[config.mk]
export PLATFORM = sky130hd
export DESIGN_NAME = tfs_slot_timer
export DESIGN_NICKNAME = d
export VERILOG_FILES = /design/src/rtl/tfs_pkg.sv /design/src/rtl/tfs_bit_phase.sv /design/src/rtl/tfs_mod_cnt.sv /design/src/rtl/tfs_slot_timer.sv
export SDC_FILE = /design/constraint.sdc
export NUM_CORES = 1
export LEC_CHECK = 0
export BUFFER_PORTS_ARGS = -buffer_cell sky130_fd_sc_hd__buf_2
export CAP_MARGIN = 0
export CORE_MARGIN = 2
export CORE_UTILIZATION = 34
export CTS_BUF_LIST = sky130_fd_sc_hd__clkbuf_4 sky130_fd_sc_hd__clkbuf_8
export DETAILED_ROUTE_END_ITERATION = 7
export GPL_ROUTABILITY_DRIVEN = 0
export PLACE_DENSITY = 0.61
export SLEW_MARGIN = 20
export SYNTH_ARGS = -nofsm -noshare
export SYNTH_HDL_FRONTEND = slang
export SYNTH_SLANG_ARGS = --single-unit
[constraint.sdc]
create_clock -name i_ref_clk -period 26 [get_ports i_ref_clk]
set_clock_uncertainty 0.15 [all_clocks]
set_input_delay 2.6 -clock i_ref_clk [delete_from_list [all_inputs] [get_ports i_ref_clk]]
set_output_delay 2.6 -clock i_ref_clk [all_outputs]
set_load 0.02 [all_outputs]
[src/rtl/tfs_pkg.sv]
// shared constants and carrier types for the telemetry frame slot timer
package tfs_pkg;

   localparam int CLK_NS      = 100;
   localparam int CLK_HZ      = 10_000_000;
   localparam int BIT_HZ      = 72_000;
   // bit period truncates: 138 cycles, about 0.6 percent fast
   localparam int BIT_DIV     = CLK_HZ / BIT_HZ;
   localparam int BIT_HALF    = BIT_DIV / 2;
   localparam int BIT_W       = 8;

   localparam int BPW_N       = 10;
   localparam int BPW_W       = 4;
   localparam int GRP_N       = 2;
   localparam int GRP_W       = 1;
   localparam int CHAN_N      = 30;
   localparam int CHAN_W      = 5;
   localparam int FRAME_N     = 10;
   localparam int FRAME_W     = 4;
   localparam int MUX_N       = 3;
   localparam int MUX_W       = 2;

   localparam logic [BPW_W-1:0] BPW_SEQ_START = 4'h2;

   localparam int STEP_GAP_NS  = 1750;
   localparam int STEP_GAP_CYC = (STEP_GAP_NS + CLK_NS - 1) / CLK_NS;
   localparam int SEQ_W        = 5;
   localparam logic [SEQ_W-1:0] SEQ_RELOAD = SEQ_W'(STEP_GAP_CYC - 1);

   localparam int MARK_NS      = 278_000;
   localparam int MARK_CYC     = MARK_NS / CLK_NS;
   localparam int MARK_W       = 12;
   localparam logic [MARK_W-1:0] MARK_LOAD = MARK_W'(MARK_CYC);

   localparam int N_STORE     = 10;
   localparam int N_MODE      = 3;
   localparam int N_SCAN      = GRP_N * MUX_N;
   localparam int GATE_W      = 3;
   localparam int MODE_CMD_W  = 2;

   typedef struct packed {
      logic [FRAME_W-1:0] frame;
      logic [MUX_W-1:0]   mux;
      logic [CHAN_W-1:0]  chan;
      logic               grp;
   } tfs_slot_t;

   typedef struct packed {
      logic      en;
      logic      frame_any;
      logic      mux_any;
      tfs_slot_t rd;
      tfs_slot_t wr;
   } tfs_patch_t;

   typedef tfs_patch_t [N_STORE-1:0] tfs_patch_arr_t;
   typedef logic [GATE_W-1:0] tfs_gate_t;
   typedef tfs_gate_t [N_MODE*N_SCAN-1:0] tfs_scan_tab_t;

   typedef enum logic [1:0] {TFS_MODE1, TFS_MODE2, TFS_MODE3} tfs_mode_t;
   typedef enum logic [1:0] {TFS_SEQ_IDLE, TFS_SEQ_READ, TFS_SEQ_WRITE}
      tfs_seq_t;

   typedef struct packed {
      logic [BIT_W-1:0] cnt;
      logic             ph_a;
      logic             ph_b;
   } tfs_phase_st_t;

   typedef struct packed {
      logic [MODE_CMD_W-1:0] mode_s1;
      logic [MODE_CMD_W-1:0] mode_s2;
      tfs_patch_arr_t        patch_s1;
      tfs_patch_arr_t        patch_s2;
      tfs_scan_tab_t         scan_s1;
      tfs_scan_tab_t         scan_s2;
      tfs_mode_t             mode;
      tfs_seq_t              seq;
      logic [SEQ_W-1:0]      seq_tmr;
      logic [MARK_W-1:0]     mark_a_tmr;
      logic [MARK_W-1:0]     mark_b_tmr;
      logic                  b_pend;
      logic                  bit_strobe;
      logic [BPW_W-1:0]      word_bit;
      logic                  sq_a;
      logic                  sq_b;
      logic                  mark_a;
      logic                  mark_b;
      logic [FRAME_W-1:0]    frame_stage;
      logic                  remote_sq;
      tfs_gate_t             scan_gate;
      logic                  psr_clear;
      logic [N_STORE-1:0]    rd;
      logic [N_STORE-1:0]    wr;
      logic                  enc_inh;
   } tfs_main_st_t;

endpackage

[src/rtl/tfs_bit_phase.sv]
// two-phase bit-rate tick generator from the reference clock
`timescale 1ns/10ps
module tfs_bit_phase (
   input  wire logic i_ref_clk,
   input  wire logic i_rst,
   input  wire logic i_ce,
   output logic      o_ph_a,
   output logic      o_ph_b
);
   tfs_pkg::tfs_phase_st_t q;
   tfs_pkg::tfs_phase_st_t d;

   always_comb begin
      d = q;
      if (q.cnt == tfs_pkg::BIT_W'(tfs_pkg::BIT_DIV - 1)) begin
         d.cnt = '0;
      end else begin
         d.cnt = q.cnt + 8'h01;
      end
      // phases half a bit apart so a stepped count is stable when read
      d.ph_a = (d.cnt == '0);
      d.ph_b = (d.cnt == tfs_pkg::BIT_W'(tfs_pkg::BIT_HALF));
   end

   always_ff @(posedge i_ref_clk or posedge i_rst) begin
      if (i_rst) begin
         q <= '0;
      end else if (i_ce) begin
         q <= d;
      end
   end

   assign o_ph_a = q.ph_a;
   assign o_ph_b = q.ph_b;
endmodule

[src/rtl/tfs_mod_cnt.sv]
// modulo-N counter stage with a wrap pulse for the next stage
`timescale 1ns/10ps
module tfs_mod_cnt #(
   parameter int W = 4,
   parameter int N = 10
) (
   input  wire logic         i_ref_clk,
   input  wire logic         i_rst,
   input  wire logic         i_ce,
   input  wire logic         i_step,
   output logic [W-1:0]      o_count,
   output logic              o_wrap
);
   typedef struct packed {
      logic [W-1:0] cnt;
   } tfs_cnt_st_t;

   tfs_cnt_st_t q;
   tfs_cnt_st_t d;
   logic        last;

   assign last = (q.cnt == W'(N - 1));

   always_comb begin
      d = q;
      if (i_step) begin
         d.cnt = last ? '0 : q.cnt + W'(1);
      end
   end

   always_ff @(posedge i_ref_clk or posedge i_rst) begin
      if (i_rst) begin
         q <= '0;
      end else if (i_ce) begin
         q <= d;
      end
   end

   assign o_count = q.cnt;
   assign o_wrap  = i_step & last;
endmodule

[src/rtl/tfs_slot_timer.sv]
// telemetry frame slot timing: counter chain, slot strobes, sync waves
// How it works
// - phase A serialises, phase B steps word-bit count
// - word-bit wrap steps the group counter
// - group wrap steps the channel counter
// - channel wrap steps frame and multiplexer counters
// - group counter alternates the two interlaced groups
// - modulo-three counter shares slots among multiplexers
// - modulo-thirty channel counter tracks analog gates
// - modulo-ten frame counter tracks submultiplexer gates
// - decoded slots fire patched read/write strobes
// - scan order from group and multiplexer counts
// - three scan sequences, chosen by mode command
// - no command asserted selects sequence one
// - two sync sets, phase offset for interlace
// - group-rate square plus fixed marker four per second
// - frame counter stages and square wave exported
`timescale 1ns/10ps
module tfs_slot_timer (
   input  wire logic                    i_ref_clk,
   input  wire logic                    i_rst,
   input  wire logic                    i_ce,
   input  wire logic [1:0]              i_mode_cmd,
   input  wire tfs_pkg::tfs_patch_arr_t i_store_patch,
   input  wire tfs_pkg::tfs_scan_tab_t  i_scan_patch,
   output logic                         o_bit_strobe,
   output logic [3:0]                   o_word_bit,
   output logic                         o_sync_a_square,
   output logic                         o_sync_a_marker,
   output logic                         o_sync_b_square,
   output logic                         o_sync_b_marker,
   output logic [3:0]                   o_frame_stage,
   output logic                         o_remote_square,
   output tfs_pkg::tfs_gate_t           o_scan_gate,
   output logic                         o_psr_clear,
   output logic [9:0]                   o_store_read,
   output logic [9:0]                   o_store_write,
   output logic                         o_encode_inhibit
);
   tfs_pkg::tfs_main_st_t q;
   tfs_pkg::tfs_main_st_t d;

   logic                           ph_a;
   logic                           ph_b;
   logic [tfs_pkg::BPW_W-1:0]      bpw;
   logic [tfs_pkg::GRP_W-1:0]      grp;
   logic [tfs_pkg::CHAN_W-1:0]     chan;
   logic [tfs_pkg::FRAME_W-1:0]    frame;
   logic [tfs_pkg::MUX_W-1:0]      mux;
   logic                           bpw_wrap;
   logic                           grp_wrap;
   logic                           chan_wrap;
   logic                           frame_wrap;
   logic                           mux_wrap;
   logic                           master_start;
   tfs_pkg::tfs_slot_t             cur;

   function automatic logic slot_hit(input tfs_pkg::tfs_patch_t p,
                                     input tfs_pkg::tfs_slot_t  s,
                                     input tfs_pkg::tfs_slot_t  c);
      slot_hit = p.en && (s.chan == c.chan) && (s.grp == c.grp) &&
                 (p.frame_any || (s.frame == c.frame)) &&
                 (p.mux_any || (s.mux == c.mux));
   endfunction

   function automatic logic [tfs_pkg::MARK_W-1:0] mark_next(
      input logic [tfs_pkg::MARK_W-1:0] tmr,
      input logic                       start);
      if (start) begin
         mark_next = tfs_pkg::MARK_LOAD;
      end else if (tmr != '0) begin
         mark_next = tmr - 12'h001;
      end else begin
         mark_next = '0;
      end
   endfunction

   tfs_bit_phase u_phase (
      .i_ref_clk (i_ref_clk),
      .i_rst     (i_rst),
      .i_ce      (i_ce),
      .o_ph_a    (ph_a),
      .o_ph_b    (ph_b)
   );

   tfs_mod_cnt #(.W(tfs_pkg::BPW_W), .N(tfs_pkg::BPW_N)) u_bpw (
      .i_ref_clk (i_ref_clk),
      .i_rst     (i_rst),
      .i_ce      (i_ce),
      .i_step    (ph_b),
      .o_count   (bpw),
      .o_wrap    (bpw_wrap)
   );

   tfs_mod_cnt #(.W(tfs_pkg::GRP_W), .N(tfs_pkg::GRP_N)) u_grp (
      .i_ref_clk (i_ref_clk),
      .i_rst     (i_rst),
      .i_ce      (i_ce),
      .i_step    (bpw_wrap),
      .o_count   (grp),
      .o_wrap    (grp_wrap)
   );

   tfs_mod_cnt #(.W(tfs_pkg::CHAN_W), .N(tfs_pkg::CHAN_N)) u_chan (
      .i_ref_clk (i_ref_clk),
      .i_rst     (i_rst),
      .i_ce      (i_ce),
      .i_step    (grp_wrap),
      .o_count   (chan),
      .o_wrap    (chan_wrap)
   );

   tfs_mod_cnt #(.W(tfs_pkg::FRAME_W), .N(tfs_pkg::FRAME_N)) u_frame (
      .i_ref_clk (i_ref_clk),
      .i_rst     (i_rst),
      .i_ce      (i_ce),
      .i_step    (chan_wrap),
      .o_count   (frame),
      .o_wrap    (frame_wrap)
   );

   tfs_mod_cnt #(.W(tfs_pkg::MUX_W), .N(tfs_pkg::MUX_N)) u_mux (
      .i_ref_clk (i_ref_clk),
      .i_rst     (i_rst),
      .i_ce      (i_ce),
      .i_step    (chan_wrap),
      .o_count   (mux),
      .o_wrap    (mux_wrap)
   );

   assign cur          = '{frame: frame, mux: mux, chan: chan, grp: grp};
   // both wrap together once per thirty frames: four times a second
   assign master_start = frame_wrap & mux_wrap;

   always_comb begin
      d = q;
      d.mode_s1  = i_mode_cmd;
      d.mode_s2  = q.mode_s1;
      d.patch_s1 = i_store_patch;
      d.patch_s2 = q.patch_s1;
      d.scan_s1  = i_scan_patch;
      d.scan_s2  = q.scan_s1;
      // higher sequence wins if both commands are applied
      if (q.mode_s2[1]) begin
         d.mode = tfs_pkg::TFS_MODE3;
      end else if (q.mode_s2[0]) begin
         d.mode = tfs_pkg::TFS_MODE2;
      end else begin
         d.mode = tfs_pkg::TFS_MODE1;
      end
      d.scan_gate = q.scan_s2[int'(q.mode) * tfs_pkg::N_SCAN
                              + int'(grp) * tfs_pkg::MUX_N
                              + int'(mux)];
      d.bit_strobe  = ph_a;
      d.word_bit    = bpw;
      d.sq_a        = grp[0];
      d.sq_b        = ~grp[0];
      d.frame_stage = frame;
      d.remote_sq   = grp[0];

      d.psr_clear = 1'b0;
      d.rd        = '0;
      d.wr        = '0;
      unique case (q.seq)
         tfs_pkg::TFS_SEQ_IDLE: begin
            if (ph_a && (bpw == tfs_pkg::BPW_SEQ_START)) begin
               d.psr_clear = 1'b1;
               d.seq       = tfs_pkg::TFS_SEQ_READ;
               d.seq_tmr   = tfs_pkg::SEQ_RELOAD;
            end
         end
         tfs_pkg::TFS_SEQ_READ: begin
            if (q.seq_tmr == '0) begin
               for (int i = 0; i < tfs_pkg::N_STORE; i++) begin
                  d.rd[i] = slot_hit(q.patch_s2[i], q.patch_s2[i].rd,
                                     cur);
               end
               d.seq     = tfs_pkg::TFS_SEQ_WRITE;
               d.seq_tmr = tfs_pkg::SEQ_RELOAD;
            end else begin
               d.seq_tmr = q.seq_tmr - 5'h01;
            end
         end
         tfs_pkg::TFS_SEQ_WRITE: begin
            if (q.seq_tmr == '0) begin
               for (int i = 0; i < tfs_pkg::N_STORE; i++) begin
                  d.wr[i] = slot_hit(q.patch_s2[i], q.patch_s2[i].wr,
                                     cur);
               end
               d.seq = tfs_pkg::TFS_SEQ_IDLE;
            end else begin
               d.seq_tmr = q.seq_tmr - 5'h01;
            end
         end
         default: begin
            d.seq = tfs_pkg::TFS_SEQ_IDLE;
         end
      endcase
      // analog words are not loaded while an external word is read
      d.enc_inh = |d.rd;

      d.mark_a_tmr = mark_next(q.mark_a_tmr, master_start);
      d.mark_a     = (d.mark_a_tmr != '0);
      // set B trails by one group slot so the two groups interlace
      d.mark_b_tmr = mark_next(q.mark_b_tmr, q.b_pend && bpw_wrap);
      d.mark_b     = (d.mark_b_tmr != '0);
      if (master_start) begin
         d.b_pend = 1'b1;
      end else if (bpw_wrap) begin
         d.b_pend = 1'b0;
      end
   end

   always_ff @(posedge i_ref_clk or posedge i_rst) begin
      if (i_rst) begin
         q <= '0;
      end else if (i_ce) begin
         q <= d;
      end
   end

   assign o_bit_strobe     = q.bit_strobe;
   assign o_word_bit       = q.word_bit;
   assign o_sync_a_square  = q.sq_a;
   assign o_sync_a_marker  = q.mark_a;
   assign o_sync_b_square  = q.sq_b;
   assign o_sync_b_marker  = q.mark_b;
   assign o_frame_stage    = q.frame_stage;
   assign o_remote_square  = q.remote_sq;
   assign o_scan_gate      = q.scan_gate;
   assign o_psr_clear      = q.psr_clear;
   assign o_store_read     = q.rd;
   assign o_store_write    = q.wr;
   assign o_encode_inhibit = q.enc_inh;
endmodule

==> results of run 1 <==
## final timing paths
path	from	end	slack [ns]	cells after the start
worst max-delay path	i_ce	o_scan_gate[0]	19.60	7
worst min-delay path	d[90]	q[90]	0.31	1
worst max register to register	u_grp.o_count	o_scan_gate[0]	22.53	8
worst min register to register	d[90]	q[90]	0.31	1
max in group asynchronous	i_rst	d[355]	20.91	6
min in group asynchronous	i_rst	q[252]	1.77	2
## cells by family (layout without fill, tap and decap cells)
| logic type | count (synthesis) | after routing | synth area share, % |
|---|---|---|---|
| compound gates | 180 | 180 | 3.56 |
| xor+xnor | 259 | 259 | 6.98 |
| fa+ha+maj | 20 | 20 | 0.814 |
| buf+inv | 191 | 649 | 2.76 |
| flops | 750 | 750 | 57.6 |
| mux | 684 | 684 | 24.2 |
| other cells | 0 | 11 | 0 |
| simple gates | 248 | 248 | 4.07 |
## through the flow
stage / hold slack [ns] / area (um2)
5_1_grt: 0.344 / 38400
6_report: 0.311 / 38400
3_3_place_gp: 0.317 / 35500
3_5_place_dp: 0.325 / 35500
2_1_floorplan: 0.297 / 32600
4_1_cts: 0.324 / 38300
## critical path, stage by stage
cell and delay [ns]:
buf_8 0.55, buf_4 0.87, buf_4 0.76, buf_12 0.68, buf_4 0.84, o21ai_0 0.22
o22a_1 0.21
## cells in the mapped netlist (all sizes together), types with 5 or more instances
cell type  count
a21o           6
a21oi         32
inv           24
a31oi          5
o22ai          5
nand4         33
buf           74
nor3          14
a22o          21
mux4          15
nor2b          9
o21ai         73
nand2         50
o31ai          8
xor2          44
nand2b         8
xnor2        215
a41o          12
nand3         40
clkbuf        93
mux2         666
nor2          34
ha            18
dfrtp        750
nor4          34
## routing by layer
layer / wire (um) / GRT usage (%)
met2: 38800 / 26.8
met5: 315 / 0
met4: 1890 / 5.13
met1: 35700 / 21.6
met3: 5270 / 5.55
## final cells by class
class                           instances  area, um2
Sequential cell                       750      18800
Fill cell                            9056      56600
Multi-Input combinational cell       1391      12900
Antenna cell                           11       27.5
Clock inverter                         25        259
Timing Repair Buffer                  395       2130
Inverter                               24       97.6
Tap cell                             1265       1580
Clock buffer                          205       2590
## flip-flops by register name (all words and copies together) (netlist names)
| signal | flops |
|---|---|
| u_phase.o_ph_b | 1 |
| o_bit_strobe | 1 |
| u_mux.o_count | 2 |
| u_chan.o_count | 5 |
| o_store_read | 10 |
| u_phase.o_ph_a | 1 |
| u_bpw.o_count | 4 |
| u_grp.o_count | 1 |
| o_sync_b_marker | 1 |
| o_word_bit | 4 |
| o_sync_b_square | 1 |
| o_psr_clear | 1 |
| d | 326 |
| o_store_write | 10 |
| u_frame.o_count | 4 |
| o_scan_gate | 3 |
| q | 360 |
| u_phase.q | 8 |
| o_frame_stage | 4 |
| o_encode_inhibit | 1 |
| o_sync_a_marker | 1 |
| o_remote_square | 1 |
## power by group
part           internal [mW]  total (mW)  leakage [nW]  switching, mW
combinational          0.226       0.398          6.03          0.172
sequential              1.32        1.44          8.90          0.114
clock                  0.650        1.16          1.50          0.508
total                   2.20        2.99          16.4          0.793
==> flow_summary.json, run 1 <==
{
  "ioPinCount": 368,
  "fin_crit_sh_pct": 24.6,
  "pre_cts_slack_ns": 18.67,
  "route.detailed.drc": 0,
  "synth_edf_count": 0,
  "area.growth.synth_to_final_pct": 17.8,
  "worstSkewPairLatency_ns": 0.80,
  "setup_ws_ns": 19.60,
  "cp_max_fo": 173,
  "status": "completed",
  "grt_pass1_vias": 20300,
  "place_hpwl_mm": 53.6,
  "start_kind": "input pin",
  "crit_required_ns": 26.51,
  "dp_cells": 3824,
  "worstPathArrival_ns": 6.92,
  "synthTopCellsByArea": "dfrtp_1, mux2_2, xnor2_1",
  "cts_resized": 0,
  "avgSynthCellArea_um2": 14.0,
  "cts_tree": "done",
  "worst_pin_slew_ns": 1.02,
  "clock.fmax_ghz": 0.156,
  "viasPerCell": 4.82,
  "grt_overflow": 0,
  "firstDrtPassIters": 5,
  "avgRoutedWirePerCell_um": 20.2,
  "hold_path.class": "reg -> reg",
  "yosysTopAreaCell": "dfrtp_1",
  "ys_seq_elements": 750,
  "yosys.area.top_type_share_pct": 57.6,
  "yosys.cell_types.count": 59,
  "synth_nets": 2681,
  "setup_viol": 0,
  "clk_pin_slew_ns": 0.06,
  "total_power_mw": 2.99,
  "powerDensity_nw_per_um2": 77.9,
  "antenna_found_initial": 45,
  "grt_max_degree": 192,
  "drv_cap": 0,
  "cts.htree.levels": 4,
  "clock_sinks": 750,
  "utilization_pct": 40.4,
  "cp-end-kind": "register",
  "vias": 19600,
  "cts_buffers": 137,
  "postCtsHoldBufs": 0,
  "slew_headroom_pct": 30.9,
  "slew_violations": 0,
  "hold_viol_final": 0,
  "yosysWarningCount": 0,
  "final_cells": 4066,
  "rsz0062_at_grt": "no",
  "synthFlopType": "dfrtp_1",
  "synthCells": 2332,
  "fp.dieArea_um2": 98300,
  "rows": 113,
  "path_class": "in -> reg",
  "layout-drive-gt1-share_pct": 47.3,
  "core_area_um2": 95000,
  "clock_path_buffers": 3,
  "synth_seq_area_share_pct": 57.6,
  "vdd_ir_drop_max_mv": 0.0453,
  "grt_pass1_wl_mm": 124,
  "final_cell_mix": "dfrtp_1, mux2_2, buf_2",
  "final_common_cell": "dfrtp_1",
  "initial_core_util_pct": 34.3,
  "synth_area_um2": 32600,
  "cts_setup_buffers": 0,
  "finalSetupTns_ns": 0,
  "power.leakage_nw": 16.4,
  "ant_nets": 0,
  "ctsRootBufferMaster": "clkbuf_8",
  "period_minus_slack_ns": 6.40,
  "final_nets": 3048,
  "portBuffers": 367,
  "dr.first_iter.drc_count": 1110,
  "die_x_um": 314,
  "grt_usage_pct": 16.8,
  "ys_async_sr_fraction_pct": 100,
  "wl_mm": 82.0,
  "die_y_um": 314
}
(Power assumes the default switching activity.)
==> run 2: changes to the inputs <==
--- a/config.mk
+++ b/config.mk
@@ -12,7 +12,7 @@
 export CTS_BUF_LIST = sky130_fd_sc_hd__clkbuf_4 sky130_fd_sc_hd__clkbuf_8
 export DETAILED_ROUTE_END_ITERATION = 7
 export GPL_ROUTABILITY_DRIVEN = 0
-export PLACE_DENSITY = 0.61
+export PLACE_DENSITY = 0.63
 export SLEW_MARGIN = 20
 export SYNTH_ARGS = -nofsm -noshare
 export SYNTH_HDL_FRONTEND = slang
==> constraint.sdc (replaced) <==
create_clock -name i_ref_clk -period 5.15 [get_ports i_ref_clk]
set_clock_uncertainty 0.15 [all_clocks]
set_input_delay 0.515 -clock i_ref_clk [delete_from_list [all_inputs] [get_ports i_ref_clk]]
set_output_delay 0.515 -clock i_ref_clk [all_outputs]
set_load 0.02 [all_outputs]
==> run 2 against run 1 <==
Effect of this change: cell count up 8.0%; first-iteration DRC count rose by 18%; sequential power rose to 5.1 times the previous value; sequential share of layout area decreased by 3.9 points; cell area rose by 8.7%; critical path depth increased by 2; total power rose to 5.2 times the previous value; utilization rose by 3.5 points; die area did not move; count of clock-buffer cells in the layout increased by 6; via count rose by 8.2%; largest power group unchanged; highest routed layer unchanged.
==> flow_summary.json, run 2 (synthesized netlist as in run 1, its figures left out) <==
{
  "status": "completed",
  "clock.fmax_ghz": 0.292,
  "wirelength_met1_mm": 38.6,
  "clock_sinks": 750,
  "vdd_ir_drop_max_mv": 0.220,
  "worstSkewPairLatency_ns": 0.79,
  "rr_endpoint": "o_encode_inhibit",
  "wl_mm": 88.7,
  "die_y_um": 314,
  "die_x_um": 314,
  "rsz0062_at_grt": "no",
  "grt_pass1_wl_mm": 136,
  "cts_tree": "done",
  "dr.first_iter.drc_count": 1313,
  "path_class": "reg -> reg",
  "largest_reg_flops": 360,
  "wl_met3_mm": 5.52,
  "finalSetupTns_ns": 0,
  "vias": 21200,
  "final_area_um2": 41700,
  "grt_overflow": 0,
  "cts.htree.levels": 4,
  "internal-power_mw": 11.4,
  "hold_viol_final": 0,
  "rr_startpoint": "q[64]",
  "final_cell_mix": "dfrtp_1, mux2_2, buf_2",
  "clock_path_buffers": 3,
  "antenna_found_initial": 23,
  "ant_nets": 0,
  "final_nets": 3372,
  "power.switching_mw": 4.12,
  "portBuffers": 367,
  "avgRoutedWirePerCell_um": 20.2,
  "ff2ff_path_depth": 9,
  "layout-drive-gt1-share_pct": 42.4,
  "grt_usage_pct": 18.3,
  "final_common_cell": "dfrtp_1",
  "initial_core_util_pct": 34.3,
  "hold_path.class": "in -> async",
  "sw_frac_of_total_pct": 26.5,
  "largest-register": "q",
  "fp.dieArea_um2": 98300,
  "route.detailed.drc": 0,
  "cp_max_fo": 11,
  "drv_cap": 0,
  "cp-end-kind": "register",
  "utilization_pct": 43.9,
  "powerDensity_nw_per_um2": 372,
  "cts_buffers": 134,
  "endpoint": "o_encode_inhibit",
  "ioPinCount": 368,
  "firstDrtPassIters": 5,
  "power.leakage_nw": 17.8,
  "placed_area_um2": 35500,
  "seq_power_share_pct": 47.0,
  "period_minus_slack_ns": 3.43,
  "rows": 113,
  "pwr-share-comb_pct": 14.3,
  "crit_required_ns": 5.70,
  "start_kind": "register",
  "worst_pin_slew_ns": 1.15,
  "viasPerCell": 4.82,
  "grt_pass1_vias": 22200,
  "wl_met2_mm": 40.9,
  "place_hpwl_mm": 57.0,
  "crit_start": "q[64]",
  "worstPathArrival_ns": 3.98,
  "clk_pin_slew_ns": 0.06,
  "core_area_um2": 95000,
  "rrSetupSlack_ns": 1.72,
  "area.growth.synth_to_final_pct": 28.1,
  "slew_violations": 0,
  "setup_viol": 0,
  "clkPwrFrac_pct": 38.6,
  "ctsRootBufferMaster": "clkbuf_8",
  "slew_headroom_pct": 23.1,
  "fin_crit_sh_pct": 66.5,
  "grt_max_degree": 178,
  "top_layer": "met5"
}
-- run 2: cell types whose count changed in the layout (fill, tap and decap cells not counted), moves of 5 or more --
cell | previous run | this run
buf_12 | 4 | 9
buf_4 | 23 | 17
clkbuf_4 | 37 | 46
clkinv_8 | 6 | 1
dlygate4sd3_1 | 0 | 328
-- run 2: repair_timing --
item                                   CTS  global route
gates resized for setup                  0             0
endpoints found under the hold margin  343             0
hold buffers                           328             0
setup buffers                            0             0
-- run 2: cell type report --
cell class,instances,area [um2]
diodes,8,20.0
clock buffers,211,2620
clock inverters,22,274
flip-flops and latches,750,18800
inverters,24,93.8
fillers,8622,53300
multi-input cells,1391,12900
well taps,1265,1580
repair buffers,722,5450
-- run 2: power by group through the flow --
| stage | clock, mW | sequential (mW) | combinational, mW |
|---|---|---|---|
| 2_1_floorplan | 0 | 7.18 | 1.62 |
| 3_3_place_gp | 0 | 7.40 | 1.99 |
| 3_5_place_dp | 0 | 7.41 | 2.03 |
| 4_1_cts | 6.21 | 7.31 | 2.24 |
| 5_1_grt | 6.48 | 7.42 | 2.46 |
| 6_report | 6.01 | 7.31 | 2.23 |
-- run 2: routing by layer --
layer | global-route usage, % | vias up
li1 | - | 9675
met1 | 23.7 | 10700
met2 | 28.6 | 562
met3 | 4.90 | 223
met4 | 8.08 | 32
met5 | 0 | -
-- run 2: worst min path at each step --
| stage | endpoint | cells after the start |
|---|---|---|
| after global routing | q[250] | 3 |
| after CTS | d[284] | 3 |
| after detailed placement | o_store_read[6] | 2 |
| after global placement | o_sync_b_square | 2 |
| after floorplan | q[71] | 1 |
| final | d[228] | 3 |
-- run 2: metrics by stage --
step / hold slack (ns) / total power, mW / std cells / setup WS, ns
CTS: 0.141 / 15.8 / 4385 / 1.70
global placement: 0.317 / 9.39 / 3824 / 1.77
floorplan: 0.297 / 8.80 / 2332 / -5.80
detailed placement: 0.323 / 9.44 / 3824 / 1.72
global route: 0.242 / 16.4 / 4390 / 1.55
finish: 0.276 / 15.5 / 4393 / 1.72
-- run 2: critical path, stage by stage (launching register included) --
cell and delay, ns:
dfrtp_1 0.41, inv_1 0.08, ha_1 0.18, nor3b_2 0.27, nand3b_1 0.86, nor4_1 0.62
o21ai_1 0.26, nand4_1 0.19, nor2_1 0.11, a41oi_1 0.22
==> run 3: changes to the inputs <==
==> constraint.sdc (replaced) <==
create_clock -name i_ref_clk -period 2.9 [get_ports i_ref_clk]
set_clock_uncertainty 0.15 [all_clocks]
set_input_delay 0.29 -clock i_ref_clk [delete_from_list [all_inputs] [get_ports i_ref_clk]]
set_output_delay 0.29 -clock i_ref_clk [all_outputs]
set_load 0.02 [all_outputs]
==> run 3 against run 2 <==
Effect of this change: register-to-register slack got worse by 1.7 ns; utilization increased by 0.58 points; die area unchanged; combinational power increased by 79%; wire length decreased by 0.44%; highest routed layer unchanged; sequential share of layout area decreased by 0.59 points; critical path depth unchanged; via count about the same; worst hold slack got worse by 0.17 ns; total power increased by 79%; global-route usage decreased by 0.16 points.
==> flow_summary.json, run 3 (synthesized netlist as in run 1, its figures left out) <==
{
  "vdd_ir_drop_max_mv": 0.401,
  "ff2ff_path_depth": 9,
  "path_class": "reg -> reg",
  "worstSkewPairLatency_ns": 0.81,
  "worst_pin_slew_ns": 1.04,
  "drv_cap": 0,
  "cts_tree": "done",
  "cp_max_fo": 4,
  "cts.htree.levels": 4,
  "fin_crit_sh_pct": 99.2,
  "grt_max_degree": 182,
  "final_nets": 3414,
  "initial_core_util_pct": 34.3,
  "layout-drive-gt1-share_pct": 43.2,
  "final_common_cell": "dfrtp_1",
  "setup_viol": 0,
  "final_cells": 4446,
  "clock_sinks": 750,
  "min_from": "i_store_patch[7]",
  "grt_pass1_wl_mm": 135,
  "start_kind": "register",
  "powerDensity_nw_per_um2": 657,
  "slew_headroom_pct": 30.9,
  "final_area_um2": 42300,
  "power.switching_mw": 7.38,
  "worstPathArrival_ns": 3.40,
  "hold_path.class": "in -> reg",
  "viasPerCell": 4.77,
  "rr_startpoint": "q[71]",
  "grt_overflow": 0,
  "largest_reg_flops": 360,
  "clock_path_buffers": 3,
  "clock.fmax_ghz": 0.348,
  "slew_violations": 0,
  "portBuffers": 367,
  "pwr-share-comb_pct": 14.4,
  "cp-end-kind": "register",
  "ant_nets": 0,
  "rows": 113,
  "power.leakage_nw": 18.1,
  "die_x_um": 314,
  "ctsRootBufferMaster": "clkbuf_8",
  "crit_required_ns": 3.42,
  "placed_area_um2": 35900,
  "dr.first_iter.drc_count": 1615,
  "rrSetupSlack_ns": 0.02,
  "route.detailed.drc": 0,
  "largest-register": "q",
  "fp.dieArea_um2": 98300,
  "die_y_um": 314,
  "hold_end": "d[188]",
  "grt_usage_pct": 18.1,
  "rr_endpoint": "o_scan_gate[1]",
  "status": "completed",
  "place_hpwl_mm": 58.4,
  "period_minus_slack_ns": 2.88,
  "grt_pass1_vias": 22600,
  "hold_viol_final": 0,
  "core_area_um2": 95000,
  "antenna_found_initial": 26,
  "rsz0062_at_grt": "yes",
  "ioPinCount": 368,
  "hold_slack_ns": 0.104,
  "clkPwrFrac_pct": 38.8,
  "cts_buffers": 135,
  "sw_frac_of_total_pct": 26.6,
  "dp_cells": 3858,
  "internal-power_mw": 20.4,
  "final_cell_mix": "dfrtp_1, mux2_2, buf_2",
  "wl_mm": 88.3,
  "firstDrtPassIters": 5,
  "clk_pin_slew_ns": 0.06,
  "crit_start": "q[71]",
  "avgRoutedWirePerCell_um": 19.9,
  "vias": 21200,
  "seq_power_share_pct": 46.8,
  "whs_path_depth": 3,
  "area.growth.synth_to_final_pct": 29.8
}
[run 3: cell types whose count changed in the layout (fill, tap and decap cells not counted), moves of 6 or more]
cell	delta
dlygate4sd3_1	+6
diode_2	+6
buf_12	+8
buf_4	+27
[run 3: power groups by stage]
| stage | sequential [mW] | combinational, mW | clock (mW) |
|---|---|---|---|
| detailed placement | 13.2 | 3.63 | 0 |
| finish | 13.0 | 4.00 | 10.8 |
| global route | 13.2 | 4.43 | 11.6 |
| floorplan | 12.7 | 2.88 | 0 |
| global placement | 13.1 | 3.56 | 0 |
| CTS | 13.0 | 4.02 | 11.1 |
[run 3: worst max-delay path by stage]
| stage | endpoint | cells after the start | slack [ns] |
|---|---|---|---|
| 2_1_floorplan | d[100] | 1 | -7.82 |
| 3_3_place_gp | o_scan_gate[1] | 9 | -0.03 |
| 3_5_place_dp | o_scan_gate[0] | 9 | -0.05 |
| 4_1_cts | o_scan_gate[0] | 9 | 0.002 |
| 5_1_grt | o_scan_gate[1] | 9 | -0.05 |
| 6_report | o_scan_gate[1] | 9 | 0.02 |
[run 3: what timing repair did]
action                                 4_1_cts  5_1_grt
setup endpoints to repair                    3        5
buffers inserted                             0        1
endpoints found under the hold margin     1083        0
resized for setup                            2        4
hold buffers                               334        0
pin swaps                                    0        4
[run 3: critical path: stages (launching register included)]
cell	delay [ns]
dfrtp_1	0.39
fa_1	0.55
ha_2	0.19
inv_2	0.04
fa_2	0.34
xor2_2	0.15
buf_6	0.14
mux4_2	0.48
nor2b_1	0.15
o22a_1	0.17
[run 3: routing by layer]
| layer | up-vias | track usage [%] | wire length (um) | share of wire, % |
|---|---|---|---|---|
| li1 | 9767 | - | - | - |
| met1 | 10600 | 23.3 | 38500 | 44 |
| met2 | 541 | 28.8 | 41300 | 47 |
| met3 | 211 | 4.81 | 5110 | 5.8 |
| met4 | 30 | 7.68 | 3270 | 3.7 |
| met5 | - | 0 | 181 | 0.20 |
[run 3: layout make-up]
cell class              count  area, um2
fillers                  8541      52700
flip-flops and latches    750      18800
multi-input cells        1391      13000
repair buffers            763       5870
clock buffers             216       2680
well taps                1265       1580
clock inverters            23        299
inverters                  24       93.8
diodes                     14       35.0
[run 3: per-stage QoR]
stage	total power [mW]	setup WS (ns)	TNS, ns	util (%)
after global placement	16.7	-0.0330	-0.0857	37.8
after global routing	29.2	-0.0532	-0.156	44.5
after CTS	28.1	0.00240	0	44.5
after floorplan	15.6	-7.82	-5866.02	-
final	27.8	0.0226	0	44.5
after detailed placement	16.8	-0.0538	-0.149	37.8
